`src/trc_map.svh`:
```
// Register offsets, field positions, reset values and limits of the timer block.
// Assumes inclusion by bare name from every file of the block.
`ifndef TRC_MAP_SVH
`define TRC_MAP_SVH

// ----------------------------------------------------------------------
// Byte offsets
// ----------------------------------------------------------------------
`define TRC_ADDR_W 4
`define TRC_OFS_SC 4'h0
`define TRC_OFS_CNTH 4'h1
`define TRC_OFS_CNTL 4'h2
`define TRC_OFS_MODH 4'h3
`define TRC_OFS_MODL 4'h4
`define TRC_OFS_CH_BASE 4'h5
`define TRC_CH_STRIDE 4'h3
`define TRC_CH_OFS_SC 4'h0
`define TRC_CH_OFS_VH 4'h1
`define TRC_CH_OFS_VL 4'h2

// ----------------------------------------------------------------------
// Fields
// ----------------------------------------------------------------------
`define TRC_SC_CPWM 5
`define TRC_SC_CLKS_HI 4
`define TRC_SC_CLKS_LO 3
`define TRC_SC_PS_HI 2
`define TRC_SC_PS_LO 0
`define TRC_CLKS_OFF 2'h0
`define TRC_CSC_MS_HI 5
`define TRC_CSC_MS_LO 4
`define TRC_MS_CAPTURE 2'h0
`define TRC_MS_COMPARE 2'h1

// ----------------------------------------------------------------------
// Reset values and limits
// ----------------------------------------------------------------------
`define TRC_RST_BYTE 8'h00
`define TRC_RST_WORD 16'h0000
`define TRC_FULL_COUNT 16'hffff
`define TRC_DIV_W 7

`endif

```
`src/trc_pkg.sv`:
```
// Types shared by the timer block modules.
// Assumes trc_map.svh is on the include path.
package trc_pkg;

    typedef logic [7:0] trc_byte_t;
    typedef logic [15:0] trc_word_t;

    typedef enum logic [1:0] {
        TRC_MODE_CAPTURE,
        TRC_MODE_COMPARE,
        TRC_MODE_EDGE_PWM,
        TRC_MODE_CENTER_PWM
    } trc_mode_t;

endpackage

```
`src/trc_chan_if.sv`:
```
// Link between the timer core and one channel value unit.
// Assumes strobes are single-cycle pulses on the core clock.
`timescale 1ns/1ps
interface trc_chan_if;
    logic wr_sc;
    logic wr_vh;
    logic wr_vl;
    logic rd_vh;
    logic rd_vl;
    trc_pkg::trc_byte_t wdata;
    logic debug;
    logic clocks_on;
    logic cpwm;
    logic tick;
    logic pwm_update;
    trc_pkg::trc_byte_t rdata;
    trc_pkg::trc_byte_t sc;
    trc_pkg::trc_word_t value;

    modport core (
        output wr_sc, wr_vh, wr_vl, rd_vh, rd_vl, wdata, debug, clocks_on, cpwm, tick,
        output pwm_update,
        input rdata, sc, value
    );
    modport chan (
        input wr_sc, wr_vh, wr_vl, rd_vh, rd_vl, wdata, debug, clocks_on, cpwm, tick,
        input pwm_update,
        output rdata, sc, value
    );
endinterface

```
`src/trc_top.sv`:
```
// Timer core: counter, prescaler, modulus and byte register access.
// Assumes one read or write strobe per cycle from a same-clock host and debug controller.
`timescale 1ns/1ps
`include "trc_map.svh"
module trc_top #(
    parameter int N_CH = 2
) (
    // Clock and reset
    input wire logic i_ref_clk,
    input wire logic i_sys_rst,
    // Byte register access
    input wire logic i_wr_en,
    input wire logic i_rd_en,
    input wire logic [`TRC_ADDR_W-1:0] i_addr,
    input wire logic [7:0] i_wdata,
    output logic [7:0] o_rdata,
    // Debug state
    input wire logic i_debug_active,
    // Timer state
    output logic [15:0] o_counter_value,
    output logic [15:0] o_modulus_value,
    output logic [16*N_CH-1:0] o_channel_value
);
    trc_pkg::trc_byte_t sc_reg, sc_next;
    trc_pkg::trc_word_t cnt_reg, cnt_next;
    logic [`TRC_DIV_W-1:0] div_reg, div_next;
    logic down_reg, down_next;
    trc_pkg::trc_word_t mod_reg, mod_next;
    trc_pkg::trc_word_t mbuf_reg, mbuf_next;
    logic [1:0] mpend_reg, mpend_next;
    logic rlat_reg, rlat_next;
    logic rwait_hi_reg, rwait_hi_next;
    trc_pkg::trc_word_t rbuf_reg, rbuf_next;
    trc_pkg::trc_byte_t rdata_reg, rdata_next;
    logic clocks_on, tick, pwm_update, cnt_wr;
    logic [`TRC_DIV_W-1:0] div_limit;
    trc_pkg::trc_word_t top;
    trc_pkg::trc_byte_t chan_rdata [N_CH];
    logic [N_CH-1:0] chan_hit;

    // ------------------------------------------------------------------
    // Count timing
    // ------------------------------------------------------------------
    always_comb begin
        clocks_on = sc_reg[`TRC_SC_CLKS_HI:`TRC_SC_CLKS_LO] != `TRC_CLKS_OFF;
        div_limit = `TRC_DIV_W'((1 << sc_reg[`TRC_SC_PS_HI:`TRC_SC_PS_LO]) - 1);
        top = (mod_reg == `TRC_RST_WORD) ? `TRC_FULL_COUNT : mod_reg;
        // The counter stops counting while the debug controller has the core halted; a counter write still clears it.
        tick = clocks_on && !i_debug_active && (div_reg == div_limit);
        pwm_update = tick && !down_reg && (cnt_reg == top - 16'h0001);
        cnt_wr = i_wr_en && (i_addr == `TRC_OFS_CNTH || i_addr == `TRC_OFS_CNTL);
    end

    // ------------------------------------------------------------------
    // Core register next values
    // ------------------------------------------------------------------
    always_comb begin
        sc_next = sc_reg;
        cnt_next = cnt_reg;
        div_next = div_reg;
        down_next = down_reg;
        mod_next = mod_reg;
        mbuf_next = mbuf_reg;
        mpend_next = mpend_reg;
        rlat_next = rlat_reg;
        rwait_hi_next = rwait_hi_reg;
        rbuf_next = rbuf_reg;
        if (clocks_on && !i_debug_active) begin
            div_next = (div_reg == div_limit) ? '0 : div_reg + 1'b1;
        end
        if (tick) begin
            if (!sc_reg[`TRC_SC_CPWM]) begin
                cnt_next = (cnt_reg >= top) ? `TRC_RST_WORD : cnt_reg + 16'h0001;
                down_next = 1'b0;
            end else if (!down_reg) begin
                down_next = cnt_reg >= top;
                cnt_next = (cnt_reg >= top) ? cnt_reg - 16'h0001 : cnt_reg + 16'h0001;
            end else begin
                down_next = cnt_reg != `TRC_RST_WORD;
                cnt_next = (cnt_reg == `TRC_RST_WORD) ? cnt_reg + 16'h0001 : cnt_reg - 16'h0001;
            end
        end
        if (cnt_wr) begin
            cnt_next = `TRC_RST_WORD;
            div_next = '0;
            down_next = 1'b0;
        end
        if (i_wr_en && i_addr == `TRC_OFS_SC) begin
            sc_next = i_wdata;
            if (i_debug_active) begin
                mpend_next = 2'h0;
            end
        end
        if (i_debug_active && (cnt_wr || (i_wr_en && i_addr == `TRC_OFS_SC))) begin
            rlat_next = 1'b0;
        end
        // The modulus takes effect only once both bytes have arrived.
        if (i_wr_en && i_addr == `TRC_OFS_MODH) begin
            mbuf_next[15:8] = i_wdata;
            mpend_next[1] = 1'b1;
        end
        if (i_wr_en && i_addr == `TRC_OFS_MODL) begin
            mbuf_next[7:0] = i_wdata;
            mpend_next[0] = 1'b1;
        end
        if (mpend_reg == 2'h3) begin
            mod_next = mbuf_reg;
            mpend_next = 2'h0;
        end
        if (!i_debug_active && i_rd_en &&
            (i_addr == `TRC_OFS_CNTH || i_addr == `TRC_OFS_CNTL)) begin
            if (!rlat_reg) begin
                rlat_next = 1'b1;
                rbuf_next = cnt_reg;
                rwait_hi_next = i_addr == `TRC_OFS_CNTL;
            end else if (rwait_hi_reg == (i_addr == `TRC_OFS_CNTH)) begin
                rlat_next = 1'b0;
            end
        end
    end

    // ------------------------------------------------------------------
    // Read data
    // ------------------------------------------------------------------
    always_comb begin
        rdata_next = rdata_reg;
        if (i_rd_en) begin
            rdata_next = `TRC_RST_BYTE;
            unique case (i_addr)
                `TRC_OFS_SC: rdata_next = sc_reg;
                `TRC_OFS_CNTH: rdata_next = (rlat_reg && !i_debug_active) ?
                    rbuf_reg[15:8] : cnt_reg[15:8];
                `TRC_OFS_CNTL: rdata_next = (rlat_reg && !i_debug_active) ?
                    rbuf_reg[7:0] : cnt_reg[7:0];
                `TRC_OFS_MODH: rdata_next = mod_reg[15:8];
                `TRC_OFS_MODL: rdata_next = mod_reg[7:0];
                default: begin
                    for (int i = 0; i < N_CH; i++) begin
                        if (chan_hit[i]) begin
                            rdata_next = chan_rdata[i];
                        end
                    end
                end
            endcase
        end
    end

    always_ff @(posedge i_ref_clk or posedge i_sys_rst) begin
        if (i_sys_rst) begin
            sc_reg <= `TRC_RST_BYTE;
            cnt_reg <= `TRC_RST_WORD;
            div_reg <= '0;
            down_reg <= 1'b0;
            mod_reg <= `TRC_RST_WORD;
            mbuf_reg <= `TRC_RST_WORD;
            mpend_reg <= 2'h0;
            rlat_reg <= 1'b0;
            rwait_hi_reg <= 1'b0;
            rbuf_reg <= `TRC_RST_WORD;
            rdata_reg <= `TRC_RST_BYTE;
        end else begin
            sc_reg <= sc_next;
            cnt_reg <= cnt_next;
            div_reg <= div_next;
            down_reg <= down_next;
            mod_reg <= mod_next;
            mbuf_reg <= mbuf_next;
            mpend_reg <= mpend_next;
            rlat_reg <= rlat_next;
            rwait_hi_reg <= rwait_hi_next;
            rbuf_reg <= rbuf_next;
            rdata_reg <= rdata_next;
        end
    end

    // ------------------------------------------------------------------
    // Channels
    // ------------------------------------------------------------------
    for (genvar g = 0; g < N_CH; g++) begin : g_ch
        localparam logic [`TRC_ADDR_W-1:0] BASE =
            `TRC_ADDR_W'(`TRC_OFS_CH_BASE + g * `TRC_CH_STRIDE);
        trc_chan_if u_if();
        assign u_if.wr_sc = i_wr_en && i_addr == BASE + `TRC_CH_OFS_SC;
        assign u_if.wr_vh = i_wr_en && i_addr == BASE + `TRC_CH_OFS_VH;
        assign u_if.wr_vl = i_wr_en && i_addr == BASE + `TRC_CH_OFS_VL;
        assign u_if.rd_vh = i_rd_en && i_addr == BASE + `TRC_CH_OFS_VH;
        assign u_if.rd_vl = i_rd_en && i_addr == BASE + `TRC_CH_OFS_VL;
        assign u_if.wdata = i_wdata;
        assign u_if.debug = i_debug_active;
        assign u_if.clocks_on = clocks_on;
        assign u_if.cpwm = sc_reg[`TRC_SC_CPWM];
        assign u_if.tick = tick;
        assign u_if.pwm_update = pwm_update;
        assign chan_hit[g] = i_addr >= BASE && i_addr <= BASE + `TRC_CH_OFS_VL &&
            i_addr != BASE + `TRC_CH_OFS_SC || i_addr == BASE;
        assign chan_rdata[g] = (i_addr == BASE) ? u_if.sc : u_if.rdata;
        assign o_channel_value[16*g +: 16] = u_if.value;
        trc_channel u_chan (
            .i_ref_clk(i_ref_clk),
            .i_sys_rst(i_sys_rst),
            .ch(u_if.chan)
        );
    end

    assign o_rdata = rdata_reg;
    assign o_counter_value = cnt_reg;
    assign o_modulus_value = mod_reg;
endmodule

```
`src/trc_channel.sv`:
```
// One channel: status/control byte, buffered value and read latch.
// Assumes the core supplies count ticks and the PWM update event.
`timescale 1ns/1ps
`include "trc_map.svh"
module trc_channel (
    // Clock and reset
    input wire logic i_ref_clk,
    input wire logic i_sys_rst,
    // Core link
    trc_chan_if.chan ch
);
    trc_pkg::trc_byte_t sc_reg, sc_next;
    trc_pkg::trc_word_t val_reg, val_next;
    trc_pkg::trc_word_t wbuf_reg, wbuf_next;
    logic [1:0] wpend_reg, wpend_next;
    logic rlat_reg, rlat_next;
    logic rwait_hi_reg, rwait_hi_next;
    trc_pkg::trc_word_t rbuf_reg, rbuf_next;
    trc_pkg::trc_mode_t mode;
    logic commit;

    // ------------------------------------------------------------------
    // Mode and commit timing
    // ------------------------------------------------------------------
    always_comb begin
        if (ch.cpwm) begin
            mode = trc_pkg::TRC_MODE_CENTER_PWM;
        end else if (sc_reg[`TRC_CSC_MS_HI:`TRC_CSC_MS_LO] == `TRC_MS_CAPTURE) begin
            mode = trc_pkg::TRC_MODE_CAPTURE;
        end else if (sc_reg[`TRC_CSC_MS_HI:`TRC_CSC_MS_LO] == `TRC_MS_COMPARE) begin
            mode = trc_pkg::TRC_MODE_COMPARE;
        end else begin
            mode = trc_pkg::TRC_MODE_EDGE_PWM;
        end
        commit = 1'b0;
        if (wpend_reg == 2'h3) begin
            if (!ch.clocks_on) begin
                commit = 1'b1;
            end else if (mode == trc_pkg::TRC_MODE_COMPARE) begin
                commit = ch.tick;
            end else if (mode != trc_pkg::TRC_MODE_CAPTURE) begin
                commit = ch.pwm_update;
            end
        end
    end

    // ------------------------------------------------------------------
    // Register next values
    // ------------------------------------------------------------------
    always_comb begin
        sc_next = sc_reg;
        val_next = val_reg;
        wbuf_next = wbuf_reg;
        wpend_next = wpend_reg;
        rlat_next = rlat_reg;
        rwait_hi_next = rwait_hi_reg;
        rbuf_next = rbuf_reg;
        if (commit) begin
            val_next = wbuf_reg;
            wpend_next = 2'h0;
        end
        if (ch.wr_sc) begin
            sc_next = ch.wdata;
            if (ch.debug) begin
                rlat_next = 1'b0;
            end
        end
        // Capture mode owns the value, so a write there is dropped.
        if (mode != trc_pkg::TRC_MODE_CAPTURE) begin
            if (ch.wr_vh) begin
                wbuf_next[15:8] = ch.wdata;
                wpend_next[1] = 1'b1;
            end
            if (ch.wr_vl) begin
                wbuf_next[7:0] = ch.wdata;
                wpend_next[0] = 1'b1;
            end
        end
        if (!ch.debug && (ch.rd_vh || ch.rd_vl)) begin
            if (!rlat_reg) begin
                rlat_next = 1'b1;
                rbuf_next = val_reg;
                rwait_hi_next = ch.rd_vl;
            end else if (rwait_hi_reg == ch.rd_vh) begin
                rlat_next = 1'b0;
            end
        end
    end

    always_ff @(posedge i_ref_clk or posedge i_sys_rst) begin
        if (i_sys_rst) begin
            sc_reg <= `TRC_RST_BYTE;
            val_reg <= `TRC_RST_WORD;
            wbuf_reg <= `TRC_RST_WORD;
            wpend_reg <= 2'h0;
            rlat_reg <= 1'b0;
            rwait_hi_reg <= 1'b0;
            rbuf_reg <= `TRC_RST_WORD;
        end else begin
            sc_reg <= sc_next;
            val_reg <= val_next;
            wbuf_reg <= wbuf_next;
            wpend_reg <= wpend_next;
            rlat_reg <= rlat_next;
            rwait_hi_reg <= rwait_hi_next;
            rbuf_reg <= rbuf_next;
        end
    end

    // ------------------------------------------------------------------
    // Read data
    // ------------------------------------------------------------------
    always_comb begin
        if (ch.rd_vh) begin
            ch.rdata = (rlat_reg && !ch.debug) ? rbuf_reg[15:8] : val_reg[15:8];
        end else begin
            ch.rdata = (rlat_reg && !ch.debug) ? rbuf_reg[7:0] : val_reg[7:0];
        end
    end

    assign ch.sc = sc_reg;
    assign ch.value = val_reg;
endmodule

```
`config.mk`:
```
export PLATFORM = sky130hd
export DESIGN_NAME = trc_top
export DESIGN_NICKNAME = d
export VERILOG_FILES = /design/src/trc_pkg.sv /design/src/trc_chan_if.sv /design/src/trc_top.sv /design/src/trc_channel.sv
export VERILOG_INCLUDE_DIRS = /design/src /design/src/src
export SDC_FILE = /design/constraint.sdc
export NUM_CORES = 1
export LEC_CHECK = 0
export ABC_AREA = 1
export BUFFER_PORTS_ARGS = -buffer_cell sky130_fd_sc_hd__buf_4
export CORE_MARGIN = 2
export CORE_UTILIZATION = 55
export CTS_CLUSTER_DIAMETER = 40
export DETAILED_ROUTE_END_ITERATION = 8
export PLACE_DENSITY = 0.74
export SYNTH_ARGS = -nofsm -noshare
export SYNTH_HDL_FRONTEND = slang
export SYNTH_SLANG_ARGS = --single-unit
```
`constraint.sdc`:
```
create_clock -name i_ref_clk -period 13.9 [get_ports i_ref_clk]
set_input_delay 0 -clock i_ref_clk [delete_from_list [all_inputs] [get_ports i_ref_clk]]
set_output_delay 0 -clock i_ref_clk [all_outputs]
set_load 0.05 [all_outputs]
```
Word level (Yosys, flattened, before mapping)

Index checks and enable logic that the tools add are counted.

Register bits after elaboration: 212
Output and inout port bits: 72
Logic and storage cells: 198

Add/sub/neg operators: 5
Order comparisons: 5
Eq/ne operators: 24
Shift operators: 1
Muxes and demuxes: 69
Bitwise operators: 3
Reduce and logical (&&, ||, !) cells: 62

Operators with widths:

| operator              | number |
|---|---|
| $mux 16               | 8 |
| $mux 8                | 12 |
| $pmux 8 s5            | 1 |
| $logic_not 16->1      | 2 |
| $mux 1                | 32 |
| $sub 16x1->16 const B | 2 |
| $logic_and 1x1->1     | 30 |
| $mux 2                | 13 |
| $mux 7                | 3 |
| $reduce_and 2->1      | 9 |
| $add 16x1->16 const B | 1 |
| $eq 16x16->1          | 1 |
| $eq 4x3->1 const B    | 4 |
| $ge 16x16->1          | 1 |
| $reduce_bool 16->1    | 1 |
| $eq 4x4->1 const B    | 3 |
| $reduce_bool 3->1     | 4 |
| $reduce_bool 2->1     | 5 |
| $eq 2x1->1 const B    | 4 |
| $eq 4x2->1 const B    | 2 |
| $add 7x1->7 const B   | 1 |
| $eq 7x7->1            | 1 |
| $shl 1x3->7 const A   | 1 |
| $sub 7x2->7 const B   | 1 |
| other kinds (14)      | 27 |

Longest topological paths before layout

Depth after elaboration: 13
Mapped depth: 25

Hierarchy

A second synthesis with hierarchy kept.

Cells, all modules: 1569
Area total of the unflattened synthesis: 11915.2 um2

Modules (own cells, without submodules):

| module      | times used | cells each | area each (um2) |
|---|---|---|---|
| trc_top     | 1          | 975        | 6632.6 |
| trc_channel | 2          | 297        | 2641.3 |

Worst setup path after synthesis

Ideal clock, no wire load.

Path type: register to register
Start: register mod_reg[1] (netlist: o_modulus_value[1])
End: register cnt_reg[4] (netlist: o_counter_value[4])
Data arrival time: 3.058 ns
Required time: 13.769 ns
Slack: 10.711 ns
Stages on the path, launching flop included: 22
Buffers on the path: 3
Clock period less this slack: 3.189 ns
Cell sequence: dfrtp_1 nor2_2 nand2_2 nor2_4 nand2_4 buf_6 buf_6 nand2_2 inv_1 ha_1 nand2_1 inv_1 nand3_1 nor3_1 nand3_1 nand3_1 clkbuf_1 nor2_1 o21ai_0 nand2_1 o211ai_1 o21ai_0

Longest elaborated chain between the ends: 8
Elaborated cells on any way between the ends: 9
Those cells by class: order compare: 1; mux: 7; reduce/logical: 1

Ends and longest elaborated chain:

| what                              | RTL line                     | source |
|---|---|---|
| from (decl)                       | trc_top.sv:28                | `trc_pkg::trc_word_t mod_reg, mod_next;` |
| from (signal assigned)            | trc_top.sv:154               | `` mod_reg <= `TRC_RST_WORD; `` |
| from (signal assigned)            | trc_top.sv:166               | `mod_reg <= mod_next;` |
| $logic_not 16->1 (no source line) | -                            |  |
| $mux 16 *                         | trc_top.sv:47                | `` top = (mod_reg == `TRC_RST_WORD) ? `TRC_FULL_COUNT : mod_reg; `` |
| $ge 16x16->1 *                    | trc_top.sv:73, trc_top.sv:77 |  |
| $mux 16                           | trc_top.sv:77                | `cnt_next = (cnt_reg >= top) ? cnt_reg - 16'h0001 : cnt_reg + 16'h0001;` |
| $mux 16                           | trc_top.sv:75                | `end else if (!down_reg) begin` |
| $mux 16 *                         | trc_top.sv:72                | `` if (!sc_reg[`TRC_SC_CPWM]) begin `` |
| $mux 16 *                         | trc_top.sv:71                | `if (tick) begin` |
| $mux 16 *                         | trc_top.sv:83                | `if (cnt_wr) begin` |
| to (signal assigned)              | trc_top.sv:151               | `` cnt_reg <= `TRC_RST_WORD; `` |
| to (signal assigned)              | trc_top.sv:163               | `cnt_reg <= cnt_next;` |
| to (decl)                         | trc_top.sv:25                | `trc_pkg::trc_word_t cnt_reg, cnt_next;` |

Mark *: on every way between the ends. The rest lies on a longest branch, timed or not. The select of a mux whose other input is x is not followed.
A chain may end at the register's enable or synchronous reset.

Final worst setup path

Start: register mod_reg[1] (netlist: o_modulus_value[1])
End: register cnt_reg[9] (netlist: o_counter_value[9])

Same word-level chain as after synthesis.

==> flow_summary_export.csv <==
group,metric,value,unit
finish,final_cell_mix,"nand2_1, o21ai_0, dfrtp_1",
sta,period_needed,3.96,ns
pwr,power,0.00298,W
sta,finalCritPeriodShare,0.285,
run,max_cap_viol_count,0,
min_path,hp-class,"input port to flip-flop",
sta,worstMarginPinSlew,0.974,ns
logic_synthesis,avgSynthCellArea,7.55,um^2
sta,timing.final.ws_setup,9.94,ns
pwr,switching_power,0.00129,W
worst_setup_path,required,14.24,ns
die,die_w,150,um
placed_design,dp_worst_setup_slack,10.09,ns
worst_setup_path,max_stage_delay,0.55,ns
die,ios,89,
pwr,seqPwrFrac,0.316,
finish,multi_input_area,0.00546,mm^2
finish,finalInstanceArea,0.0137,mm^2
cts,cts.clk_slew.worst_paths,0.06,ns
die,rows,53,
worst_setup_path,crit_chain,"nor2_2 > nand2_2 > nor2_4 > nand2_4 > inv_2 > nor2_1 > ha_1 > a21oi_1 > o21ai_0 > nand2_1 > o211ai_1 > nand2_1 > nand3_1 > inv_1 > o21ai_0 > o21ai_0 > nand2_1 > o211ai_1 > o21ai_0",
worst_setup_path,r2r-end,"o_counter_value[9]",
sta,setup_violations,0,
cts,tritoncts,"yes",
sta,clock-skew-final,0.0249,ns
worst_setup_path,start_kind,"flip-flop",
logic_synthesis,yosys.cell_types.count,47,
finish,drive_above_1_share,0.112,
global_route,grtUsageTotal,0.316,
sta,fin_tns_setup,0,ns
min_path,min_from,"i_wdata[6]",
logic_synthesis,ys_warn_count,0,
cts,clk_path_buf_depth,3,
logic_synthesis,synth_seq_area_share,0.454,
worst_setup_path,r2r_cells,19,
worst_setup_path,critPathSlowestCell,"inv_1",
pwr,power.density,217,mW/mm^2
cts,cts_buffers,34,
routing,wl_per_cell,17.9,um
logic_synthesis,syn_nets,1588,
worst_setup_path,r2r_setup_slack,9.94,ns
min_path,holdPathEnd,"g_ch[0].u_chan.wbuf_reg[14]",
die,core_area,0.0210,mm^2
sta,drv_slew,0,
routing,firstDrtPassIters,6,
cts,cts_root_buf,"clkbuf_16",
finish,layout.nets,1668,
sta,max-slew-margin-rel,0.351,
logic_synthesis,synth_area,0.0117,mm^2
die,start_util,0.558,
logic_synthesis,synth_edf_count,0,
sta,hold_viol,0,
routing,routed_wl,34600,um
min_path,min_path_cells,3,
logic_synthesis,yosys_register_bits,212,
logic_synthesis,ys.flop_type,"dfrtp_1",
routing,drtIter0Drc,885,
global_route,grt_pass1_vias,10200,
die,dieArea,0.0224,mm^2
placed_design,gp_congestion,0.955,
cts,ctsHtreeMaxLevel,2,
placed_design,port-buffer-count,88,
cts,clock_latency,0.52,ns
pwr,p_comb_frac,0.398,
run_status,status,"completed",
sta,max_freq,0.253,GHz
routing,vias,10900,
die,chipHeight,150,um
worst_setup_path,critical_path_class,"flip-flop to flip-flop",
cts,cts_resized,0,
pwr,p_clk_frac,0.286,
placed_design,hpwlAfterDp,24300,um
worst_setup_path,worst-path-max-fanout,32,
finish,final_core_util,0.656,
pwr,leakage,6.88,nW
placed_design,dpl_cell_area,0.0125,mm^2
finish,final_common_cell,"nand2_1",
pwr,p_int,0.00170,W
global_route,grt_pass1_wl,55100,um
global_route,overflow,0,
finish,areaGrowthSynthToFinish,17.5,%
worst_setup_path,r2r-start,"o_modulus_value[1]",
routing,drc,0,
logic_synthesis,async_reset_ff_frac,1.00,
cts,clock-sinks,212,
global_route,antenna_found_initial,0,
sta,rsz0062_at_grt,"false",
routing,viasPerCell,5.66,
finish,fillCellCount,1866,
worst_setup_path,crit_path_end_kind,"flip-flop",
pwr,peakVddDrop,0.000130,V
worst_setup_path,crit_arrival,4.30,ns
routing,drt.antenna.violating_nets,0,
global_route,grt_start_max_net_pins,136,
logic_synthesis,syn_inst,1550,
worst_setup_path,cp_common_cell,"o21ai_0",
finish,regArea,0.00531,mm^2
pwr,switching_share,0.431,
critical path: cells and delay by family, from the launching register on:
kind | cells | cell delay [ns]
AOI/OAI and AO/OA | 7 | 0.87
DFF | 1 | 0.47
adders and majority gates | 1 | 0.30
buffers and inverters | 2 | 0.72
and+or+nand+nor | 9 | 1.43
cell families after synthesis:
group,after synthesis,synth area share
simple gates,684,0.245
xor+xnor,29,0.0235
fa+ha+maj,21,0.0225
mux,4,0.00385
compound gates,363,0.172
buf+inv,237,0.0800
flops,212,0.454
cell type report:
| class | count | area share |
|---|---|---|
| Multi-Input combinational cell | 1101 | 0.397 |
| Sequential cell | 212 | 0.386 |
| Clock buffer | 41 | 0.0676 |
| Timing Repair Buffer | 104 | 0.0586 |
| Inverter | 177 | 0.0489 |
| Tap cell | 275 | 0.0250 |
| Clock inverter | 20 | 0.0166 |
| Antenna cell | 1 | 0.000182 |
cells in the mapped netlist, drive strengths merged, types with 4 or more instances:
cell type	n	area (um^2)
mux2	4	45.0
nand4	12	75.1
o21ai	237	1190
a211oi	5	37.5
dfrtp	212	5310
nand2	436	1680
clkinv	9	33.8
a221oi	5	43.8
a31oi	4	25.0
inv	168	631
xor2	22	200
clkbuf	47	176
buf	13	95.1
o2111ai	6	52.6
ha	21	263
xnor2	6	52.6
o211ai	36	270
nor3	13	65.1
a21oi	54	270
nor2	116	473
nand3	100	521
how the worst max path moves through the flow:
stage,start,to,slack (ns),depth (start not counted)
floorplan,i_sys_rst,div_reg[0],8.11,1
global placement,o_modulus_value[1],o_counter_value[7],10.25,19
detailed placement,o_modulus_value[1],o_counter_value[9],10.09,19
CTS,o_modulus_value[1],o_counter_value[9],10.05,19
global route,o_modulus_value[12],o_counter_value[9],9.54,19
finish,o_modulus_value[1],o_counter_value[9],9.94,19
metal layers:
metal / wire length (um) / track usage / vias to the layer above / part of all wire
met5: 0 / 0 / - / 0
met4: 999 / 0.115 / 0 / 0.029
met3: 2780 / 0.0527 / 76 / 0.080
met2: 15800 / 0.492 / 466 / 0.46
met1: 15000 / 0.447 / 5123 / 0.43
li1: - / - / 5268 / -
through the flow:
step,cells,hold WS [ns]
2_1_floorplan,1550,0.121
3_3_place_gp,1859,0.226
3_5_place_dp,1859,0.234
4_1_cts,1930,0.0319
5_1_grt,1930,0.0653
6_report,1931,0.0419
repair_timing:
item | in CTS | in global routing
setup buffers | 0 | 0
hold buffers | 10 | 0
hold endpoints to repair | 166 | 0
power groups by stage:
stage	sequential [W]	combinational, W	clock (W)
2_1_floorplan	0.00111	0.000677	0
3_3_place_gp	0.000938	0.00115	0
3_5_place_dp	0.000945	0.00117	0
4_1_cts	0.000938	0.00118	0.000862
5_1_grt	0.000962	0.00132	0.000890
6_report	0.000941	0.00119	0.000854
No activity file was read; power rests on OpenSTA's default activity.
